### config.mk
export PLATFORM = sky130hd
export DESIGN_NAME = sbgc_top
export DESIGN_NICKNAME = d
export VERILOG_FILES = /design/src/rtl/sbgc_pkg.sv /design/src/rtl/sbgc_pwm_route.sv /design/src/rtl/sbgc_spi_shift.sv /design/src/rtl/sbgc_top.sv
export SDC_FILE = /design/constraint.sdc
export NUM_CORES = 1
export LEC_CHECK = 0
export ABC_AREA = 1
export BUFFER_PORTS_ARGS = -buffer_cell sky130_fd_sc_hd__buf_2
export CAP_MARGIN = 30
export CORE_ASPECT_RATIO = 0.75
export CORE_MARGIN = 2
export CORE_UTILIZATION = 45
export CTS_CLUSTER_SIZE = 16
export DETAILED_ROUTE_END_ITERATION = 12
export SYNTH_ARGS = -nofsm -noshare
export SYNTH_HDL_FRONTEND = slang
export SYNTH_SLANG_ARGS = --single-unit
### constraint.sdc
create_clock -name clk_sys -period 1.6 [get_ports clk_sys]
set_input_delay 0 -clock clk_sys [delete_from_list [all_inputs] [get_ports clk_sys]]
set_output_delay 0 -clock clk_sys [all_outputs]
set_load 0.01 [all_outputs]
### src/rtl/sbgc_pkg.sv
// Package for the scratch store and general bridge control block.
// Assumes a 20 MHz system clock and a 32-bit serial frame per access.
package sbgc_pkg;

   // Clock and charge pump modulation timing
   localparam int CLK_HZ          = 20000000;
   localparam int MOD_FREQ_DHZ    = 156000;   // 15.6 kHz in tenths of a hertz
   localparam int MOD_CYCLES      = (CLK_HZ * 10) / MOD_FREQ_DHZ;

   // Serial frame layout, first bit on the wire is bit 0
   localparam int FRAME_BITS      = 32;
   localparam int ADDR_LSB        = 0;
   localparam int ADDR_W          = 7;
   localparam int WR_BIT          = 7;
   localparam int DATA_LSB        = 8;
   localparam int DATA_W          = 16;

   // Register addresses (7-bit frame address)
   localparam logic [6:0] BRIDGE_GENERAL_CONTROL_ADDR = 7'h10;
   localparam logic [6:0] HOST_SCRATCH_CONFIG_ADDR    = 7'h0F;

   // Values after power-on or soft reset
   localparam logic [15:0] BRIDGE_GENERAL_CONTROL_RST = 16'h0801;
   localparam logic [15:0] HOST_SCRATCH_CONFIG_RST    = 16'h0000;
   localparam logic [15:0] UNMAPPED_READ              = 16'h0000;

   // Received frame
   typedef struct packed {
      logic [6:0]  addr;
      logic        wr;
      logic [15:0] data;
   } sbgc_frame_t;

   // General bridge control word, bit 15 first
   typedef struct packed {
      logic       sync_freq_select;
      logic       upper_pair_route;
      logic       lower_pair_route;
      logic       pump_uv_threshold_sel;
      logic       mosfet_level_sel;
      logic       pump_stage_autoswitch;
      logic       overvoltage_recover_en;
      logic       precharge_step_adapt;
      logic [1:0] adaptive_gate_field;
      logic       pump_enable;
      logic       postcharge_disable;
      logic       adaptive_gate_filter;
      logic       active_fw_detect_en;
      logic       gate_hold_current_sel;
      logic       pump_freq_modulation;
   } sbgc_bridge_general_control_t;

endpackage

### src/rtl/sbgc_pwm_route.sv
// Routes the four PWM inputs to the four half-bridges.
// Assumes PWM inputs are synchronous to clk_sys.
`timescale 1ns/100ps
`default_nettype none
module sbgc_pwm_route
(
   input  wire logic clk_sys,
   input  wire logic rst_n,
   input  wire logic upper_pair_route,
   input  wire logic lower_pair_route,
   input  wire logic pwm_input_one,
   input  wire logic pwm_input_two,
   input  wire logic pwm_input_three,
   input  wire logic pwm_input_four,
   output logic      half_bridge_one,
   output logic      half_bridge_two,
   output logic      half_bridge_three,
   output logic      half_bridge_four
);
   // Selection; a bridge left without a source is held low
   wire next_hb1 = lower_pair_route ? 1'b0 : pwm_input_one;
   wire next_hb2 = lower_pair_route ? pwm_input_one : pwm_input_two;
   wire next_hb3 = upper_pair_route ? 1'b0 : pwm_input_three;
   wire next_hb4 = upper_pair_route ? pwm_input_three : pwm_input_four;

   // Registered bridge commands
   always_ff @(posedge clk_sys)
   begin
      if (!rst_n)
      begin
         half_bridge_one   <= 1'b0;
         half_bridge_two   <= 1'b0;
         half_bridge_three <= 1'b0;
         half_bridge_four  <= 1'b0;
      end
      else
      begin
         half_bridge_one   <= next_hb1;
         half_bridge_two   <= next_hb2;
         half_bridge_three <= next_hb3;
         half_bridge_four  <= next_hb4;
      end
   end
endmodule // sbgc_pwm_route
`default_nettype wire

### src/rtl/sbgc_spi_shift.sv
// Serial frame shifter: captures 32-bit frames, shifts read data out.
// Assumes sclk, csn and sdi are synchronous to clk_sys and much slower.
`timescale 1ns/100ps
`default_nettype none
module sbgc_spi_shift
   import sbgc_pkg::*;
(
   input  wire logic                clk_sys,
   input  wire logic                rst_n,
   input  wire logic                sclk,
   input  wire logic                csn,
   input  wire logic                sdi,
   input  wire logic [15:0]         rd_data,
   output logic                     sdo,
   output logic [6:0]               cur_addr,
   output logic                     frame_valid,
   output sbgc_pkg::sbgc_frame_t    frame
);
   logic        sclk_d;
   logic        csn_d;
   logic [31:0] rx;
   logic [5:0]  bit_cnt;
   logic [15:0] tx;
   wire         rise    = sclk & ~sclk_d & ~csn;
   wire         fall    = ~sclk & sclk_d & ~csn;
   wire         cs_end  = csn & ~csn_d;
   wire         full    = (bit_cnt == 6'(FRAME_BITS));

   // Bits enter at the top, so after the command byte the address sits at bit 24
   assign cur_addr = rx[(FRAME_BITS - DATA_LSB + ADDR_LSB) +: ADDR_W];
   assign sdo      = tx[0];

   // Shift in on rising edge, out on falling edge; close frame on deselect
   always_ff @(posedge clk_sys)
   begin
      if (!rst_n)
      begin
         sclk_d      <= 1'b0;
         csn_d       <= 1'b1;
         rx          <= 32'h0;
         bit_cnt     <= 6'h0;
         tx          <= 16'h0;
         frame_valid <= 1'b0;
         frame       <= '0;
      end
      else
      begin
         sclk_d      <= sclk;
         csn_d       <= csn;
         frame_valid <= cs_end & full;   // Short frames are dropped; bits after the 32nd are ignored
         if (cs_end)
            frame <= {rx[ADDR_LSB +: ADDR_W], rx[WR_BIT], rx[DATA_LSB +: DATA_W]};
         if (csn)
            bit_cnt <= 6'h0;
         else if (rise && !full)
         begin
            rx      <= {sdi, rx[31:1]};
            bit_cnt <= bit_cnt + 6'h1;
         end
         if (fall && bit_cnt == 6'(DATA_LSB))
            tx <= rd_data;
         else if (fall && bit_cnt > 6'(DATA_LSB))
            tx <= {1'b0, tx[15:1]};
      end
   end
endmodule // sbgc_spi_shift
`default_nettype wire

### src/rtl/sbgc_top.sv
// Scratch store and general bridge control registers behind the serial port.
// Assumes serial pins and mode inputs are synchronous to clk_sys; rst_n is
// the power-on reset and soft_reset a one-cycle request from the mode logic.
//
// Overview of operation
// - Sixteen-bit host read/write scratch store with no effect on device behaviour.
// - Power-on and soft reset clear the scratch store to zero.
// - Scratch store is reachable only in Normal Mode; host must not expect otherwise.
// - Fail-Safe or Restart Mode entry leaves the scratch store untouched.
// - Only host writes change the scratch store; internal logic never does.
// - Bit 15 selects sync frequency: 0 gives 18.75 MHz, 1 gives 37.5 MHz.
// - Bit 14: 0 routes PWM_INPUT_THREE and PWM_INPUT_FOUR straight, 1 routes PWM_INPUT_THREE to bridge four.
// - Bit 13: 0 routes PWM_INPUT_ONE and PWM_INPUT_TWO straight, 1 routes PWM_INPUT_ONE to bridge two.
// - Bit 12 selects pump undervoltage threshold one or two, with MOSFET level.
// - Bit 11 selects logic-level MOSFETs at 0, normal level at 1 (default).
// - Bit 10 enables automatic dual/single pump stage switchover when set.
// - Bit 9 lets the bridge driver recover after overvoltage when set.
// - Bit 8 adapts precharge current by one step at 0, two steps at 1.
// - Bit 5 switches the charge pump on when set.
// - Bit 4 suppresses the postcharge phase during PWM when set.
// - Bit 3 applies the adaptive gate control filter when set.
// - Bit 2 enables active/freewheeling MOSFET detection when set.
// - Bit 1 selects the higher gate hold current when set.
// - Bit 0 enables 15.6 kHz pump modulation; set after reset.
// - Reserved and unmapped bits read back as zero.
`timescale 1ns/100ps
`default_nettype none
module sbgc_top
   import sbgc_pkg::*;
#(
   parameter int MOD_DIV = sbgc_pkg::MOD_CYCLES
)
(
   input  wire logic             clk_sys,
   input  wire logic             rst_n,
   input  wire logic             soft_reset,
   input  wire logic             normal_mode,
   input  wire logic             sclk,
   input  wire logic             csn,
   input  wire logic             sdi,
   output logic                  sdo,
   output logic                  sdo_oe_n,
   input  wire logic             pwm_input_one,
   input  wire logic             pwm_input_two,
   input  wire logic             pwm_input_three,
   input  wire logic             pwm_input_four,
   output logic                  half_bridge_one,
   output logic                  half_bridge_two,
   output logic                  half_bridge_three,
   output logic                  half_bridge_four,
   output sbgc_pkg::sbgc_bridge_general_control_t bridge_cfg,
   output logic                  sync_fast,
   output logic                  pump_uv_th2,
   output logic                  pump_on,
   output logic                  pump_mod_tick,
   output logic [15:0]           scratch_config_bits
);
   import sbgc_pkg::*;

   // Register storage
   logic [15:0]   host_scratch_config;
   sbgc_bridge_general_control_t bridge_general_control;

   // Frame interface
   logic          frame_valid;
   sbgc_frame_t   frame;
   logic [6:0]    cur_addr;
   logic [15:0]   rd_data;

   // Modulation divider
   logic [15:0]   mod_cnt;

   // Serial frame capture and read data shift-out
   sbgc_spi_shift u_shift
   (
      .clk_sys     (clk_sys),
      .rst_n       (rst_n),
      .sclk        (sclk),
      .csn         (csn),
      .sdi         (sdi),
      .rd_data     (rd_data),
      .sdo         (sdo),
      .cur_addr    (cur_addr),
      .frame_valid (frame_valid),
      .frame       (frame)
   );

   // Data output is driven only while the frame is selected
   assign sdo_oe_n = csn;

   // Address decode of the completed frame
   wire hit_gen     = (frame.addr == BRIDGE_GENERAL_CONTROL_ADDR);
   wire hit_scratch = (frame.addr == HOST_SCRATCH_CONFIG_ADDR) & normal_mode;
   wire wr_gen      = frame_valid & frame.wr & hit_gen;
   wire wr_scratch  = frame_valid & frame.wr & hit_scratch;

   // Read decode of the address being shifted in
   wire rd_gen      = (cur_addr == BRIDGE_GENERAL_CONTROL_ADDR);
   wire rd_scratch  = (cur_addr == HOST_SCRATCH_CONFIG_ADDR) & normal_mode;

   // Read data multiplexer; anything else returns zeros
   assign rd_data = rd_gen     ? 16'(bridge_general_control) :
                    rd_scratch ? host_scratch_config :
                    UNMAPPED_READ;

   // Scratch store: cleared only by power-on or soft reset,
   // and changed by nothing but a host write
   always_ff @(posedge clk_sys)
   begin
      if (!rst_n || soft_reset)
         host_scratch_config <= HOST_SCRATCH_CONFIG_RST;
      else if (wr_scratch)
         host_scratch_config <= frame.data;
   end
   // Fail-Safe and Restart have no path into this register

   // Bridge control word; every field stored as written
   always_ff @(posedge clk_sys)
   begin
      if (!rst_n || soft_reset)
         bridge_general_control <= sbgc_bridge_general_control_t'(BRIDGE_GENERAL_CONTROL_RST);
      else if (wr_gen)
         bridge_general_control <= sbgc_bridge_general_control_t'(frame.data);
   end

   // Field outputs to the analogue bridge driver
   assign bridge_cfg          = bridge_general_control;
   assign sync_fast           = bridge_general_control.sync_freq_select;
   assign pump_uv_th2         = bridge_general_control.pump_uv_threshold_sel;
   assign pump_on             = bridge_general_control.pump_enable;
   assign scratch_config_bits = host_scratch_config;

   // Bridge gate options pass through the config word unchanged

   // Pump modulation tick divider, runs only with the pump on and
   // modulation selected
   wire mod_run  = bridge_general_control.pump_freq_modulation &
                   bridge_general_control.pump_enable;
   wire mod_wrap = (mod_cnt == 16'(MOD_DIV - 1));

   always_ff @(posedge clk_sys)
   begin
      if (!rst_n || !mod_run)
      begin
         mod_cnt       <= 16'h0;
         pump_mod_tick <= 1'b0;
      end
      else
      begin
         mod_cnt       <= mod_wrap ? 16'h0 : mod_cnt + 16'h1;
         pump_mod_tick <= mod_wrap;
      end
   end

   // PWM input to half-bridge routing
   sbgc_pwm_route u_route
   (
      .clk_sys           (clk_sys),
      .rst_n             (rst_n),
      .upper_pair_route  (bridge_general_control.upper_pair_route),
      .lower_pair_route  (bridge_general_control.lower_pair_route),
      .pwm_input_one     (pwm_input_one),
      .pwm_input_two     (pwm_input_two),
      .pwm_input_three   (pwm_input_three),
      .pwm_input_four    (pwm_input_four),
      .half_bridge_one   (half_bridge_one),
      .half_bridge_two   (half_bridge_two),
      .half_bridge_three (half_bridge_three),
      .half_bridge_four  (half_bridge_four)
   );
endmodule // sbgc_top
`default_nettype wire

Word level (Yosys, flattened, before mapping)
Index checks and enable logic that the tools add are counted.
- register bits: 134
- logic and storage cells: 78
- $add $sub $neg: 2
- magnitude comparators: 1
- eq/ne operators: 7
- multiplexer cells: 6
- bitwise gates (word level): 17
- reductions and logical operators: 14
- operators by type and width (cell ; count):
    16-bit 2-to-1 mux ; 4
    16-bit by 1-bit adder with 16-bit output, second input constant ; 1
    16-bit by 11-bit equality test with 1-bit output, second input constant ; 1
    7-bit by 4-bit equality test with 1-bit output, second input constant ; 2
    7-bit by 5-bit equality test with 1-bit output, second input constant ; 2
    1-bit AND ; 12
    2-bit OR reduction ; 4
    6-bit by 1-bit adder with 6-bit output, second input constant ; 1
    6-bit by 4-bit equality test with 1-bit output, second input constant ; 1
    6-bit equality test, second input constant ; 1
    6-bit by 4-bit > comparator with 1-bit output, second input constant ; 1
    1-bit inverter ; 5
    1-bit logical AND ; 3
    1-bit zero test ; 3
    1-bit logical OR ; 2
    1-bit 2-to-1 mux ; 2
    2-bit AND reduction ; 1
    2-bit nonzero test ; 1

Depth between registers and ports, before layout
Gate-level depths: netlist of run 1.
- depth after elaboration: 6
- depth in mapped cells: 9
- mapped depth without buffers: 8

Cells and area by module
Synthesis of run 1 repeated with hierarchy kept, for this count alone.
- cell total of the unflattened synthesis: 818
- area total of the unflattened synthesis: 5921.9 sq um
- by module, submodules not included (module ; instances ; cells each ; area an instance (sq um)):
    sbgc_spi_shift ; 1 ; 452 ; 3324.4
    sbgc_top ; 1 ; 349 ; 2456.1
    sbgc_pwm_route ; 1 ; 17 ; 141.4

Least setup slack after synthesis of run 1
OpenSTA, ideal clock, no wires.
- path kind: register to register
- from: register u_shift.bit_cnt[0]
- to: register u_shift.tx[10]
- library setup time: 118 ps
- arrival: 1228 ps
- slack: 254 ps
- stages on the path, launching flop included: 9
- buffers on the path: 1
- period minus slack after synthesis: 1346 ps
- cells stage by stage: dfxtp_1 > inv_1 > ha_1 > nand3_1 > nor2_1 > nand2_2 > buf_6 > a21oi_1 > a21oi_2
- word-level cells in the longest chain between the ends: 3
- elaborated cells between the ends (all ways): 6
- those cells by class: 1 x order compare; 1 x eq/ne; 1 x mux; 3 x reduce/logical
- RTL lines (element ; RTL line ; text):
    from (decl) ; sbgc_spi_shift.sv:22 ; logic [5:0] bit_cnt;
    from (signal assigned) ; sbgc_spi_shift.sv:58 ; bit_cnt <= bit_cnt + 6'h1;
    6-bit by 4-bit > comparator with 1-bit output or 6-bit by 4-bit equality test with 1-bit output (tied branches) ; sbgc_spi_shift.sv:62, sbgc_spi_shift.sv:60 ;
    1-bit logical AND (on tied branches) ; sbgc_spi_shift.sv:62, sbgc_spi_shift.sv:60 ;
    2-bit nonzero test (no line) or 16-bit 2-to-1 mux (tied branches) ; - ;
    to (signal assigned) ; sbgc_spi_shift.sv:61 ; tx <= rd_data;
    to (signal assigned) ; sbgc_spi_shift.sv:63 ; tx <= {1'b0, tx[15:1]};
    to (decl) ; sbgc_spi_shift.sv:23 ; logic [15:0] tx;
Several ways; a longest one is shown, not always the timed one.
A chain may end at the register's enable or synchronous reset.

Worst setup path after layout of run 1
- from: register u_shift.rx[28]
- to: register u_shift.tx[14]
- word-level cells in the longest chain between the ends: 5
- elaborated cells between the ends (all ways): 6
- those cells by class: 2 x eq/ne; 3 x mux; 1 x bitwise
- RTL lines (element ; RTL line ; text):
    from (decl) ; sbgc_spi_shift.sv:21 ; logic [31:0] rx;
    from (signal assigned) ; sbgc_spi_shift.sv:57 ; rx <= {sdi, rx[31:1]};
    7-bit by 4-bit equality test with 1-bit output ; sbgc_top.sv:99 ; wire rd_scratch = (cur_addr == HOST_SCRATCH_CONFIG_ADDR) & normal_mode;
    1-bit AND ; sbgc_top.sv:99 ;
    16-bit 2-to-1 mux ; sbgc_top.sv:103 ; rd_scratch ? host_scratch_config :
    16-bit 2-to-1 mux (*) ; sbgc_top.sv:102 ; assign rd_data = rd_gen ? 16'(bridge_general_control) :
    16-bit 2-to-1 mux (*) ; sbgc_spi_shift.sv:60 ; if (fall && bit_cnt == 6'(DATA_LSB))
Mark *: on every way between the ends. The rest lies on a longest branch, timed or not.

==> qor.json, run 1 <==
{
  "die_area_um2": 13600,
  "placementRows": 35,
  "p_leak_nw": 2.81,
  "hold_class": "primary input to register",
  "synth_async_sr_flop_share_pct": 0,
  "drt_wl_total_um": 14200,
  "total_nets_final": 831,
  "run_status": "completed",
  "critical_path_class": "register to register",
  "syn-instance-count": 759,
  "clock-sinks": 134,
  "antenna_found_initial": 0,
  "timing.critical_path.slowest_cell_delay_ns": 0.37,
  "grt.met3_usage_pct": 5.56,
  "drtPass1Iterations": 5,
  "setup.worst_path.end_class": "register",
  "setup.worst_path.start_class": "register",
  "hold_viol_final": 0,
  "groute.layer.met2.usage_pct": 33.1,
  "worst_r2r_startpoint": "u_shift.rx[28]",
  "timing.critical_path.from": "u_shift.rx[28]",
  "global_route.peak_usage_layer": "met2",
  "final_cell_area_um2": 6840,
  "route.antenna.remaining_nets": 0,
  "number_of_global_route_vias_before_repair": 4725,
  "grt_overflow_total": 0,
  "core_area_um2": 12300,
  "finalMaxSlewViolations": 0,
  "finalWeightedCongestion": 0.866,
  "power.share.switching_pct": 22.4,
  "clk_pin_slew_ns": 0.06,
  "clock.fmax_mhz": 670,
  "clock_insertion_delay_worst_skew_ns": 0.42,
  "dr_total_vias": 5151,
  "synth_cell_type_count": 33,
  "path_depth": 6,
  "port-buffer-count": 52,
  "crit-reg2reg-capture": "u_shift.tx[14]",
  "critPathCapture": "u_shift.tx[14]",
  "fraction_of_final_layout_cells_sized_beyond_drive_strength_1_pct": 18.0,
  "crit_fanout": 11,
  "switchingPower_mw": 1.84,
  "filler_cells_inserted": 1179,
  "synth_area_per_cell_um2": 7.53,
  "max_cap_violations": 0,
  "detailedPlacementHpwl_um": 9730,
  "number_of_enable_type_register_cells_in_the_synthesized_netlist": 0,
  "pre_cts_ws_ns": 0.146,
  "number_of_clock_buffers_inserted_by_tritoncts": 17,
  "cts_tree": "yes",
  "worst-endpoint-required_ns": 1.90,
  "grt.total_usage_pct": 22.0,
  "p_seq_share_pct": 42.6,
  "global_route.usage.met1_pct": 31.1,
  "cp_max_delay_cell": "sky130_fd_sc_hd__dfxtp_1",
  "ordered_cell_list_for_the_critical_path": "inv_2 -> nor3_4 -> buf_4 -> nand3b_1 -> nand3_1 -> a21oi_2",
  "power_density_nw_per_um2": 1200,
  "initial_utilization_pct": 46.3,
  "number_of_design_rule_violations_left_by_the_first_detailed_router_iteration": 443,
  "fin_total_pwr_mw": 8.20,
  "slew-limit-headroom_pct": 54.0,
  "power_frac_comb_pct": 5.2,
  "synth_seq_cells": 134,
  "transition_time_at_the_pin_with_the_least_slew_margin_ns": 0.690,
  "critical_path_buf_inv_count": 2,
  "n_antenna_cell": 0,
  "wire_per_inst_um": 14.3,
  "crit_arrival_ns": 1.79,
  "regToRegSetupSlack_ns": 0.11,
  "min_period_ns": 1.49,
  "cpLargestDelayFamily": "simple AND/OR/NAND/NOR gates",
  "io-pin-count": 53,
  "grt_start_max_net_pins": 75,
  "syn_area_um2": 5720,
  "synthesis.nets": 774,
  "placed_area_um2": 6090,
  "dieWidth_um": 134,
  "cts_max_level": 4,
  "seqCellArea_um2": 2680,
  "areaGrowthSynthToFinish_pct": 19.5,
  "synth_flop_cell": "sky130_fd_sc_hd__dfxtp_1",
  "post-cts-setup-buffer-count": 0,
  "clk_path_buf_depth": 2,
  "first_pass_grt_wire_length_um": 23700,
  "setup-violations-final": 0,
  "synth-seq-area-share_pct": 46.9,
  "power_frac_clock_pct": 52.2,
  "drt_drc_violations_left": 0,
  "setup_slack_ns": 0.107,
  "max-vdd-ir-drop_v": 0.000715,
  "via_per_inst": 5.18,
  "final.period_utilization_pct": 93.3,
  "multi_input_comb_area_um2": 2570,
  "reg2regPathDepth": 6,
  "final.setup_skew_ns": 0.0101,
  "cell_internal_pwr_mw": 6.36,
  "hold_path_startpoint": "rst_n",
  "yosys_warnings": 0,
  "clockRootBuffer": "sky130_fd_sc_hd__clkbuf_16",
  "die_h_um": 102
}
==> flip-flops by register name, indices dropped and copies added, names as in the netlist <==
register / cells
u_shift.sclk_d: 1
pump_on: 1
u_route.half_bridge_two: 1
u_route.half_bridge_four: 1
pump_mod_tick: 1
sync_fast: 1
u_shift.frame_valid: 1
u_route.half_bridge_one: 1
u_shift.frame: 24
pump_uv_th2: 1
mod_cnt: 16
u_route.half_bridge_three: 1
u_shift.tx: 16
u_shift.bit_cnt: 6
bridge_cfg: 13
u_shift.rx: 32
u_shift.csn_d: 1
scratch_config_bits: 16
==> worst min path at each step <==
stage / end / slack, ns / cells after the start
final: u_route.half_bridge_three / 0.05 / 4
after global routing: u_route.half_bridge_one / 0.04 / 4
after CTS: u_route.half_bridge_one / 0.03 / 4
after detailed placement: u_shift.sclk_d / 0.20 / 3
after global placement: u_shift.sclk_d / 0.20 / 3
after floorplan: sdo_oe_n / 0.09 / 1
==> worst reg2reg max path: stages, from the launching register on <==
cell and delay [ns]:
sky130_fd_sc_hd__dfxtp_1 0.37, sky130_fd_sc_hd__inv_2 0.07, sky130_fd_sc_hd__nor3_4 0.34, sky130_fd_sc_hd__buf_4 0.28, sky130_fd_sc_hd__nand3b_1 0.10, sky130_fd_sc_hd__nand3_1 0.15
sky130_fd_sc_hd__a21oi_2 0.07
==> placed cells by master (no fill, tap or decap), types with 2 or more instances in the layout <==
master,synthesis,routed
sky130_fd_sc_hd__inv_2,10,9
sky130_fd_sc_hd__buf_2,9,52
sky130_fd_sc_hd__dfxtp_1,134,133
sky130_fd_sc_hd__o21ai_1,55,54
sky130_fd_sc_hd__o21ai_0,52,52
sky130_fd_sc_hd__nand4_1,10,10
sky130_fd_sc_hd__a21oi_2,8,10
sky130_fd_sc_hd__clkbuf_16,0,17
sky130_fd_sc_hd__nor3_1,11,10
sky130_fd_sc_hd__bufinv_16,0,5
sky130_fd_sc_hd__nand3_1,54,54
sky130_fd_sc_hd__buf_12,0,2
sky130_fd_sc_hd__ha_1,4,4
sky130_fd_sc_hd__a21oi_1,51,49
sky130_fd_sc_hd__clkinvlp_4,0,2
sky130_fd_sc_hd__nor2_1,182,182
sky130_fd_sc_hd__nor2_2,3,3
sky130_fd_sc_hd__clkinv_4,0,3
sky130_fd_sc_hd__dlygate4sd3_1,0,7
sky130_fd_sc_hd__inv_6,0,4
sky130_fd_sc_hd__buf_4,12,20
sky130_fd_sc_hd__nor3_2,3,4
sky130_fd_sc_hd__inv_1,40,40
sky130_fd_sc_hd__nand2_2,6,6
sky130_fd_sc_hd__nand2_1,65,65
sky130_fd_sc_hd__nand3b_1,14,14
sky130_fd_sc_hd__xor2_1,4,4
sky130_fd_sc_hd__nor3_4,2,2
==> cell type report <==
| cell class | instances | share of cell area [%] |
|---|---|---|
| clock inverters | 14 | 3.26 |
| multi-input cells | 531 | 37.6 |
| inverters | 51 | 2.91 |
| repair buffers | 81 | 7.61 |
| clock buffers | 18 | 6.28 |
| well taps | 166 | 3.04 |
| flip-flops and latches | 134 | 39.3 |
==> what timing repair did <==
action,in CTS,in global routing
endpoints found under the setup margin,0,16
hold buffers,7,0
hold endpoints to repair,9,0
gates resized for setup,0,7
==> power groups by stage <==
stage / sequential [mW] / clock [mW] / combinational, mW
after floorplan: 3.55 / 0 / 0.323
after global placement: 3.56 / 0 / 0.396
after detailed placement: 3.56 / 0 / 0.406
after CTS: 3.49 / 4.34 / 0.422
after global routing: 3.51 / 4.49 / 0.485
final: 3.49 / 4.28 / 0.427
==> routing by layer <==
| layer | part of all wire [%] | up-vias |
|---|---|---|
| met5 | 0 | - |
| li1 | - | 2612 |
| met3 | 5.2 | 15 |
| met1 | 50 | 2395 |
| met2 | 43 | 129 |
| met4 | 1.2 | 0 |
==> Yosys cell counts, types with 2 or more instances <==
master | n | area [um2]
sky130_fd_sc_hd__a21oi_2 | 8 | 70.1
sky130_fd_sc_hd__a21oi_1 | 51 | 255
sky130_fd_sc_hd__nor2_2 | 3 | 18.8
sky130_fd_sc_hd__nand3_1 | 54 | 270
sky130_fd_sc_hd__nor3_4 | 2 | 32.5
sky130_fd_sc_hd__xor2_1 | 4 | 35.0
sky130_fd_sc_hd__buf_4 | 12 | 90.1
sky130_fd_sc_hd__dfxtp_1 | 134 | 2680
sky130_fd_sc_hd__nand4_1 | 10 | 62.6
sky130_fd_sc_hd__inv_2 | 10 | 37.5
sky130_fd_sc_hd__o21ai_0 | 52 | 260
sky130_fd_sc_hd__nand2_1 | 65 | 244
sky130_fd_sc_hd__clkbuf_1 | 13 | 48.8
sky130_fd_sc_hd__nand2_2 | 6 | 37.5
sky130_fd_sc_hd__buf_6 | 7 | 78.8
sky130_fd_sc_hd__buf_2 | 9 | 45.0
sky130_fd_sc_hd__nor3_2 | 3 | 30.0
sky130_fd_sc_hd__o21ai_1 | 55 | 275
sky130_fd_sc_hd__inv_1 | 40 | 150
sky130_fd_sc_hd__nand3b_1 | 14 | 105
sky130_fd_sc_hd__nor2_1 | 182 | 683
sky130_fd_sc_hd__ha_1 | 4 | 50.1
sky130_fd_sc_hd__nor3_1 | 11 | 55.1
==> stage by stage <==
stage          hold slack [ns]  util, %  cells   TNS (ns)
2_1_floorplan           0.0918        -    759          0
3_3_place_gp             0.196     49.3    956          0
3_5_place_dp             0.202     49.3    956          0
4_1_cts                 0.0277     55.2    995          0
5_1_grt                 0.0363     55.3    995  -0.000776
6_report                0.0490     55.3    995          0
==> cell families after synthesis <==
group / after synthesis / synth area share (%)
simple gates: 355 / 27.7
compound gates: 168 / 15.5
flops: 134 / 46.9
buf+inv: 94 / 8.38
xor+xnor: 4 / 0.613
fa+ha+maj: 4 / 0.875
(Power assumes the default switching activity.)
==> inputs of run 2 (changes only) <==
--- a/config.mk
+++ b/config.mk
@@ -10,9 +10,11 @@
 export CAP_MARGIN = 30
 export CORE_ASPECT_RATIO = 0.75
 export CORE_MARGIN = 2
-export CORE_UTILIZATION = 45
+export CORE_UTILIZATION = 59
 export CTS_CLUSTER_SIZE = 16
 export DETAILED_ROUTE_END_ITERATION = 12
+export HOLD_SLACK_MARGIN = 0.06
+export PLACE_DENSITY = 0.79
 export SYNTH_ARGS = -nofsm -noshare
 export SYNTH_HDL_FRONTEND = slang
 export SYNTH_SLANG_ARGS = --single-unit
==> qor.json, run 2 (synthesized netlist as in run 1, its figures left out) <==
{
  "dieWidth": {"value": 118, "unit": "um", "change": "-12%"},
  "cpLargestDelayFamily": "flip-flops",
  "clock-sinks": {"value": 134, "change": "unchanged"},
  "power_density": {"value": 1140, "unit": "nW/um2", "change": "-5.3%"},
  "crit_arrival": {"value": 1.80, "unit": "ns", "change": "about the same"},
  "filler_cells_inserted": {"value": 754, "change": "-36%"},
  "largest_reg_flops": {"value": 32, "change": "unchanged"},
  "number_of_global_route_vias_before_repair": {"value": 4807, "change": "+1.7%"},
  "route.antenna.remaining_nets": {"value": 0, "change": "unchanged"},
  "setup.worst_path.end_class": "register",
  "switchingPower": {"value": 1.73, "unit": "mW", "change": "-5.9%"},
  "timing.critical_path.slowest_cell_delay": {"value": 0.37, "unit": "ns", "change": "about the same"},
  "initial_utilization": {"value": 59.9, "unit": "%", "change": "+14 points"},
  "final.setup_skew": {"value": 0.00712, "unit": "ns", "change": "-0.00296 ns"},
  "port-buffer-count": {"value": 52, "change": "unchanged"},
  "clock.fmax": {"value": 665, "unit": "MHz", "change": "-0.66%"},
  "crit_fanout": {"value": 14, "change": "+3"},
  "grt_overflow_total": {"value": 0, "change": "unchanged"},
  "core_area": {"value": 9540, "unit": "um2", "change": "-23%"},
  "drt_drc_violations_left": {"value": 0, "change": "unchanged"},
  "clockRootBuffer": "sky130_fd_sc_hd__clkbuf_16",
  "finalMaxSlewViolations": {"value": 0, "change": "unchanged"},
  "die_area": {"value": 10500, "unit": "um2", "change": "-23%"},
  "first_pass_grt_wire_length": {"value": 22900, "unit": "um", "change": "-3.5%"},
  "max-vdd-ir-drop": {"value": 0.000817, "unit": "V", "change": "+14%"},
  "slew-limit-headroom": {"value": 57.6, "unit": "%", "change": "+3.5 points"},
  "hold_viol_final": {"value": 0, "change": "unchanged"},
  "setup-violations-final": {"value": 0, "change": "unchanged"},
  "critical_path_buf_inv_count": {"value": 2, "change": "unchanged"},
  "finalWeightedCongestion": {"value": 0.880, "change": "+1.7%"},
  "ordered_cell_list_for_the_critical_path": "inv_1 -> ha_1 -> nand4_1 -> nand2_4 -> buf_4 -> o21ai_0 -> a21oi_1",
  "cts_max_level": {"value": 4, "change": "unchanged"},
  "grt.total_usage": {"value": 27.3, "unit": "%", "change": "+5.3 points"},
  "via_per_inst": {"value": 5.53, "change": "+6.8%"},
  "max_cap_violations": {"value": 0, "change": "unchanged"},
  "fin_total_pwr": {"value": 7.68, "unit": "mW", "change": "-6.4%"},
  "clk_pin_slew": {"value": 0.06, "unit": "ns", "change": "about the same"},
  "largest_registers": "u_shift.rx x32, u_shift.frame x24",
  "total_nets_final": {"value": 837, "change": "+0.72%"},
  "cp_max_delay_cell": "sky130_fd_sc_hd__dfxtp_1",
  "power.share.switching": {"value": 22.5, "unit": "%", "change": "+0.10 points"},
  "power_frac_clock": {"value": 48.8, "unit": "%", "change": "-3.4 points"},
  "cts_tree": "yes",
  "setup.worst_path.start_class": "register",
  "worst-endpoint-required": {"value": 1.90, "unit": "ns", "change": "about the same"},
  "min_period": {"value": 1.50, "unit": "ns", "change": "+0.00994 ns"},
  "clk_path_buf_depth": {"value": 2, "change": "unchanged"},
  "placementRows": {"value": 31, "change": "-11%"},
  "number_of_design_rule_violations_left_by_the_first_detailed_router_iteration": {"value": 531, "change": "+20%"},
  "drt_wl_total": {"value": 14000, "unit": "um", "change": "-1.2%"},
  "detailedPlacementHpwl": {"value": 9470, "unit": "um", "change": "-2.7%"},
  "final_cells": {"value": 967, "change": "-2.8%"},
  "transition_time_at_the_pin_with_the_least_slew_margin": {"value": 0.637, "unit": "ns", "change": "-0.0532 ns"},
  "mostFrequentLayoutCell": "sky130_fd_sc_hd__nor2_1",
  "drtPass1Iterations": {"value": 5, "change": "unchanged"},
  "antenna_found_initial": {"value": 0, "change": "unchanged"},
  "rsz0062_at_grt": "true",
  "clock_insertion_delay_worst_skew": {"value": 0.41, "unit": "ns", "change": "about the same"},
  "grt_start_max_net_pins": {"value": 75, "change": "unchanged"},
  "largest_register": "u_shift.rx",
  "run_status": "completed",
  "critical_path_class": "register to register",
  "p_seq_share": {"value": 45.5, "unit": "%", "change": "+2.9 points"},
  "dr_total_vias": {"value": 5344, "change": "+3.7%"},
  "p_leak": {"value": 2.81, "unit": "nW", "change": "about the same"},
  "cell_internal_pwr": {"value": 5.95, "unit": "mW", "change": "-6.5%"},
  "power_frac_comb": {"value": 5.7, "unit": "%", "change": "+0.5 points"},
  "placedCellCount": {"value": 922, "change": "-3.6%"},
  "mostFrequentLayoutCells": "sky130_fd_sc_hd__nor2_1, sky130_fd_sc_hd__dfxtp_1, sky130_fd_sc_hd__nand2_1",
  "fraction_of_final_layout_cells_sized_beyond_drive_strength_1": {"value": 17.4, "unit": "%", "change": "-0.61 points"},
  "placed_area": {"value": 6050, "unit": "um2", "change": "-0.70%"},
  "wire_per_inst": {"value": 14.5, "unit": "um", "change": "+1.7%"},
  "areaGrowthSynthToFinish_pct": 18.2,
  "final.period_utilization": {"value": 93.9, "unit": "%", "change": "+0.62 points"},
  "hold_class": "primary input to register",
  "io-pin-count": {"value": 53, "change": "unchanged"},
  "final_cell_area": {"value": 6760, "unit": "um2", "change": "-1.1%"},
  "number_of_clock_buffers_inserted_by_tritoncts": {"value": 17, "change": "unchanged"},
  "n_antenna_cell": {"value": 0, "change": "unchanged"},
  "die_h": {"value": 89.3, "unit": "um", "change": "-12%"}
}
[run 2: worst reg2reg max path, cell delays in order, from the launching register on]
cell and delay [ns]:
sky130_fd_sc_hd__dfxtp_1 0.37, sky130_fd_sc_hd__inv_1 0.08, sky130_fd_sc_hd__ha_1 0.22, sky130_fd_sc_hd__nand4_1 0.16
sky130_fd_sc_hd__nand2_4 0.11, sky130_fd_sc_hd__buf_4 0.22, sky130_fd_sc_hd__o21ai_0 0.19, sky130_fd_sc_hd__a21oi_1 0.06
[run 2: per-stage QoR]
| stage | setup TNS [ns] | util (%) | hold slack [ns] | setup slack [ns] |
|---|---|---|---|---|
| detailed placement | 0 | 63.4 | 0.216 | 0.101 |
| floorplan | 0 | - | 0.0918 | 0.254 |
| global placement | 0 | 63.4 | 0.210 | 0.199 |
| global route | -0.0329 | 70.8 | 0.282 | -0.0179 |
| finish | 0 | 70.8 | 0.230 | 0.0969 |
| CTS | 0 | 70.5 | 0.213 | 0.0837 |
[run 2: worst paths after layout]
check                                         from              to  slack, ns  cells past startpoint
worst max-delay path            u_shift.bit_cnt[0]  u_shift.rx[30]        0.1                      7
worst min register to register          mod_cnt[0]      mod_cnt[0]       0.47                      1
worst max register to register  u_shift.bit_cnt[0]  u_shift.rx[30]        0.1                      7
worst min-delay path                   normal_mode   u_shift.tx[9]       0.23                      7
[run 2: final cells by class]
cell class | count | area, um2 | area share [%]
sequential | 134 | 2680 | 39.7
multi-input combinational | 531 | 2570 | 38.0
timing repair buffer | 87 | 576 | 8.52
clock buffer | 23 | 468 | 6.92
inverter | 51 | 196 | 2.91
tap | 132 | 165 | 2.44
clock inverter | 9 | 101 | 1.50
[run 2: layer usage]
| layer | wire, um | share of wire, % | vias up | global-route usage [%] |
|---|---|---|---|---|
| li1 | - | - | 2620 | - |
| met1 | 6310 | 45 | 2447 | 37.0 |
| met2 | 6270 | 45 | 254 | 42.8 |
| met3 | 1250 | 8.9 | 23 | 6.38 |
| met4 | 208 | 1.5 | 0 | 11.0 |
| met5 | 0 | 0 | - | 0 |
[run 2: power by group through the flow]
stage               Combinational [mW]  Sequential, mW  Clock (mW)
CTS                              0.425            3.49        3.77
floorplan                        0.323            3.55           0
finish                           0.435            3.50        3.75
detailed placement               0.401            3.56           0
global route                     0.486            3.50        3.93
global placement                 0.389            3.56           0
[run 2: repair_timing]
item	4_1_cts	5_1_grt
buffers inserted	0	2
resized for setup	0	4
hold endpoints to repair	43	0
hold buffers	11	0
setup endpoints to repair	0	33
==> inputs of run 3 (changes only) <==
--- a/config.mk
+++ b/config.mk
@@ -14,7 +14,7 @@
 export CTS_CLUSTER_SIZE = 16
 export DETAILED_ROUTE_END_ITERATION = 12
 export HOLD_SLACK_MARGIN = 0.06
-export PLACE_DENSITY = 0.79
+export PLACE_DENSITY = 0.82
 export SYNTH_ARGS = -nofsm -noshare
 export SYNTH_HDL_FRONTEND = slang
 export SYNTH_SLANG_ARGS = --single-unit
==> qor.json, run 3 (synthesized netlist as in run 1, its figures left out) <==
{
  "critical_path_class": "register to register",
  "hold_class": "primary input to register",
  "mostFrequentLayoutCells": "sky130_fd_sc_hd__nor2_1, sky130_fd_sc_hd__dfxtp_1, sky130_fd_sc_hd__nand2_1",
  "clockRootBuffer": "sky130_fd_sc_hd__clkbuf_16",
  "dr_total_vias": {"value": 5402, "change": "+1.1%"},
  "cpLargestDelayFamily": "simple AND/OR/NAND/NOR gates",
  "crit_fanout": {"value": 11, "change": "-3"},
  "wire_per_inst": {"value": 15.2, "unit": "um", "change": "+4.6%"},
  "dieWidth": {"value": 118, "unit": "um", "change": "unchanged"},
  "hold_viol_final": {"value": 0, "change": "unchanged"},
  "ordered_cell_list_for_the_critical_path": "inv_1 -> ha_1 -> nand3_1 -> nor2_2 -> nand2_4 -> buf_4 -> a21oi_1 -> a21oi_2",
  "max-vdd-ir-drop": {"value": 0.000778, "unit": "V", "change": "-4.8%"},
  "initial_utilization": {"value": 59.9, "unit": "%", "change": "unchanged"},
  "number_of_global_route_vias_before_repair": {"value": 4791, "change": "-0.33%"},
  "worst_r2r_startpoint": "u_shift.bit_cnt[0]",
  "grt_overflow_total": {"value": 0, "change": "unchanged"},
  "cts_max_level": {"value": 4, "change": "unchanged"},
  "worst-endpoint-required": {"value": 1.90, "unit": "ns", "change": "about the same"},
  "setup.worst_path.end_class": "register",
  "first_pass_grt_wire_length": {"value": 23200, "unit": "um", "change": "+1.4%"},
  "detailedPlacementHpwl": {"value": 9450, "unit": "um", "change": "-0.14%"},
  "number_of_design_rule_violations_left_by_the_first_detailed_router_iteration": {"value": 645, "change": "+21%"},
  "setup.worst_path.start_class": "register",
  "drt_drc_violations_left": {"value": 0, "change": "unchanged"},
  "largest_reg_flops": {"value": 32, "change": "unchanged"},
  "finalMaxSlewViolations": {"value": 0, "change": "unchanged"},
  "power_density": {"value": 1150, "unit": "nW/um2", "change": "+1.4%"},
  "clock.fmax": {"value": 679, "unit": "MHz", "change": "+2.0%"},
  "final.period_utilization": {"value": 92.1, "unit": "%", "change": "-1.9 points"},
  "die_h": {"value": 89.3, "unit": "um", "change": "unchanged"},
  "setup-violations-final": {"value": 0, "change": "unchanged"},
  "setup_tns": {"value": 0, "unit": "ns", "change": "unchanged"},
  "largest_registers": "u_shift.rx x32, u_shift.frame x24",
  "min_period": {"value": 1.47, "unit": "ns", "change": "-0.0297 ns"},
  "io-pin-count": {"value": 53, "change": "unchanged"},
  "timing.critical_path.from": "u_shift.bit_cnt[0]",
  "areaGrowthSynthToFinish_pct": 18.4,
  "n_antenna_cell": {"value": 0, "change": "unchanged"},
  "critical_path_buf_inv_count": {"value": 2, "change": "unchanged"},
  "timing.critical_path.slowest_cell_delay": {"value": 0.34, "unit": "ns", "change": "-0.03 ns"},
  "run_status": "completed",
  "total_nets_final": {"value": 835, "change": "-0.24%"},
  "filler_cells_inserted": {"value": 742, "change": "-1.6%"},
  "drtPass1Iterations": {"value": 5, "change": "unchanged"},
  "core_area": {"value": 9540, "unit": "um2", "change": "unchanged"},
  "fraction_of_final_layout_cells_sized_beyond_drive_strength_1": {"value": 17.9, "unit": "%", "change": "+0.52 points"},
  "grt.total_usage": {"value": 27.9, "unit": "%", "change": "+0.59 points"},
  "hold_path_startpoint": "normal_mode",
  "die_area": {"value": 10500, "unit": "um2", "change": "unchanged"},
  "max_cap_violations": {"value": 0, "change": "unchanged"},
  "clock_insertion_delay_worst_skew": {"value": 0.42, "unit": "ns", "change": "about the same"},
  "final.setup_skew": {"value": 0.00713, "unit": "ns", "change": "+0.0000110 ns"},
  "largest_register": "u_shift.rx",
  "slew-limit-headroom": {"value": 55.1, "unit": "%", "change": "-2.4 points"},
  "mostFrequentLayoutCell": "sky130_fd_sc_hd__nor2_1",
  "worst_hold_slack": {"value": 0.207, "unit": "ns", "change": "-0.0231 ns"},
  "clk_path_buf_depth": {"value": 2, "change": "unchanged"},
  "via_per_inst": {"value": 5.60, "change": "+1.3%"},
  "number_of_clock_buffers_inserted_by_tritoncts": {"value": 17, "change": "unchanged"},
  "drt_wl_total": {"value": 14600, "unit": "um", "change": "+4.3%"},
  "transition_time_at_the_pin_with_the_least_slew_margin": {"value": 0.673, "unit": "ns", "change": "+0.0362 ns"},
  "cts_tree": "yes",
  "clk_pin_slew": {"value": 0.06, "unit": "ns", "change": "about the same"},
  "placementRows": {"value": 31, "change": "unchanged"},
  "clock-sinks": {"value": 134, "change": "unchanged"},
  "port-buffer-count": {"value": 52, "change": "unchanged"},
  "grt_start_max_net_pins": {"value": 75, "change": "unchanged"},
  "antenna_found_initial": {"value": 0, "change": "unchanged"},
  "finalWeightedCongestion": {"value": 0.850, "change": "-3.4%"},
  "cp_max_delay_cell": "sky130_fd_sc_hd__dfxtp_2",
  "route.antenna.remaining_nets": {"value": 0, "change": "unchanged"},
  "p_leak": {"value": 2.81, "unit": "nW", "change": "about the same"},
  "crit_arrival": {"value": 1.78, "unit": "ns", "change": "-0.02 ns"}
}
run 3: path summary, 6_finish.rpt:
kind                    endpoint  slack, ns  cells past startpoint
setup reg to reg  u_shift.tx[10]       0.13                      8
hold / removal     u_shift.tx[1]       0.21                      7
setup / recovery  u_shift.tx[10]       0.13                      8
hold reg to reg   u_shift.tx[15]       0.47                      2
run 3: per-stage QoR:
step	cell area [um2]	instances	utilization [%]	total power, mW	setup slack (ns)
global placement	6020	918	63.1	3.95	0.0995
CTS	6720	961	70.4	7.82	0.00187
global route	6770	965	70.9	8.04	-0.00630
floorplan	5720	759	-	3.87	0.254
finish	6770	965	70.9	7.80	0.127
detailed placement	6020	918	63.1	3.97	0.0443
run 3: power by group:
group / total [mW] / internal, mW / switching (mW)
Combinational: 0.437 / 0.156 / 0.281
Sequential: 3.49 / 3.43 / 0.0666
Clock: 3.87 / 2.34 / 1.53
run 3: repair_timing:
item                                    4_1_cts  5_1_grt
buffers inserted                              0        4
hold endpoints to repair                     17        0
hold buffers                                 11        0
endpoints found under the setup margin        1       38
resized for setup                             1        6
pin swaps                                     0        1
run 3: worst min-delay path, delay by kind of cell:
family	cells	cell delay, ns
buf+inv	1	0.12
simple gates	5	0.40
compound gates	1	0.05
run 3: final cells by class:
type / count / area, um2 / area share [%]
tap: 132 / 165 / 2.44
sequential: 134 / 2680 / 39.7
timing repair buffer: 85 / 561 / 8.28
clock buffer: 18 / 439 / 6.49
inverter: 51 / 199 / 2.94
multi-input combinational: 531 / 2570 / 38.0
clock inverter: 14 / 151 / 2.24
run 3: metal layers:
layer	track usage, %	vias to the layer above	wire (um)
li1	-	2617	-
met1	37.1	2494	6460
met2	45.1	248	6710
met3	6.19	43	1130
met4	10.7	0	341
met5	0	-	0
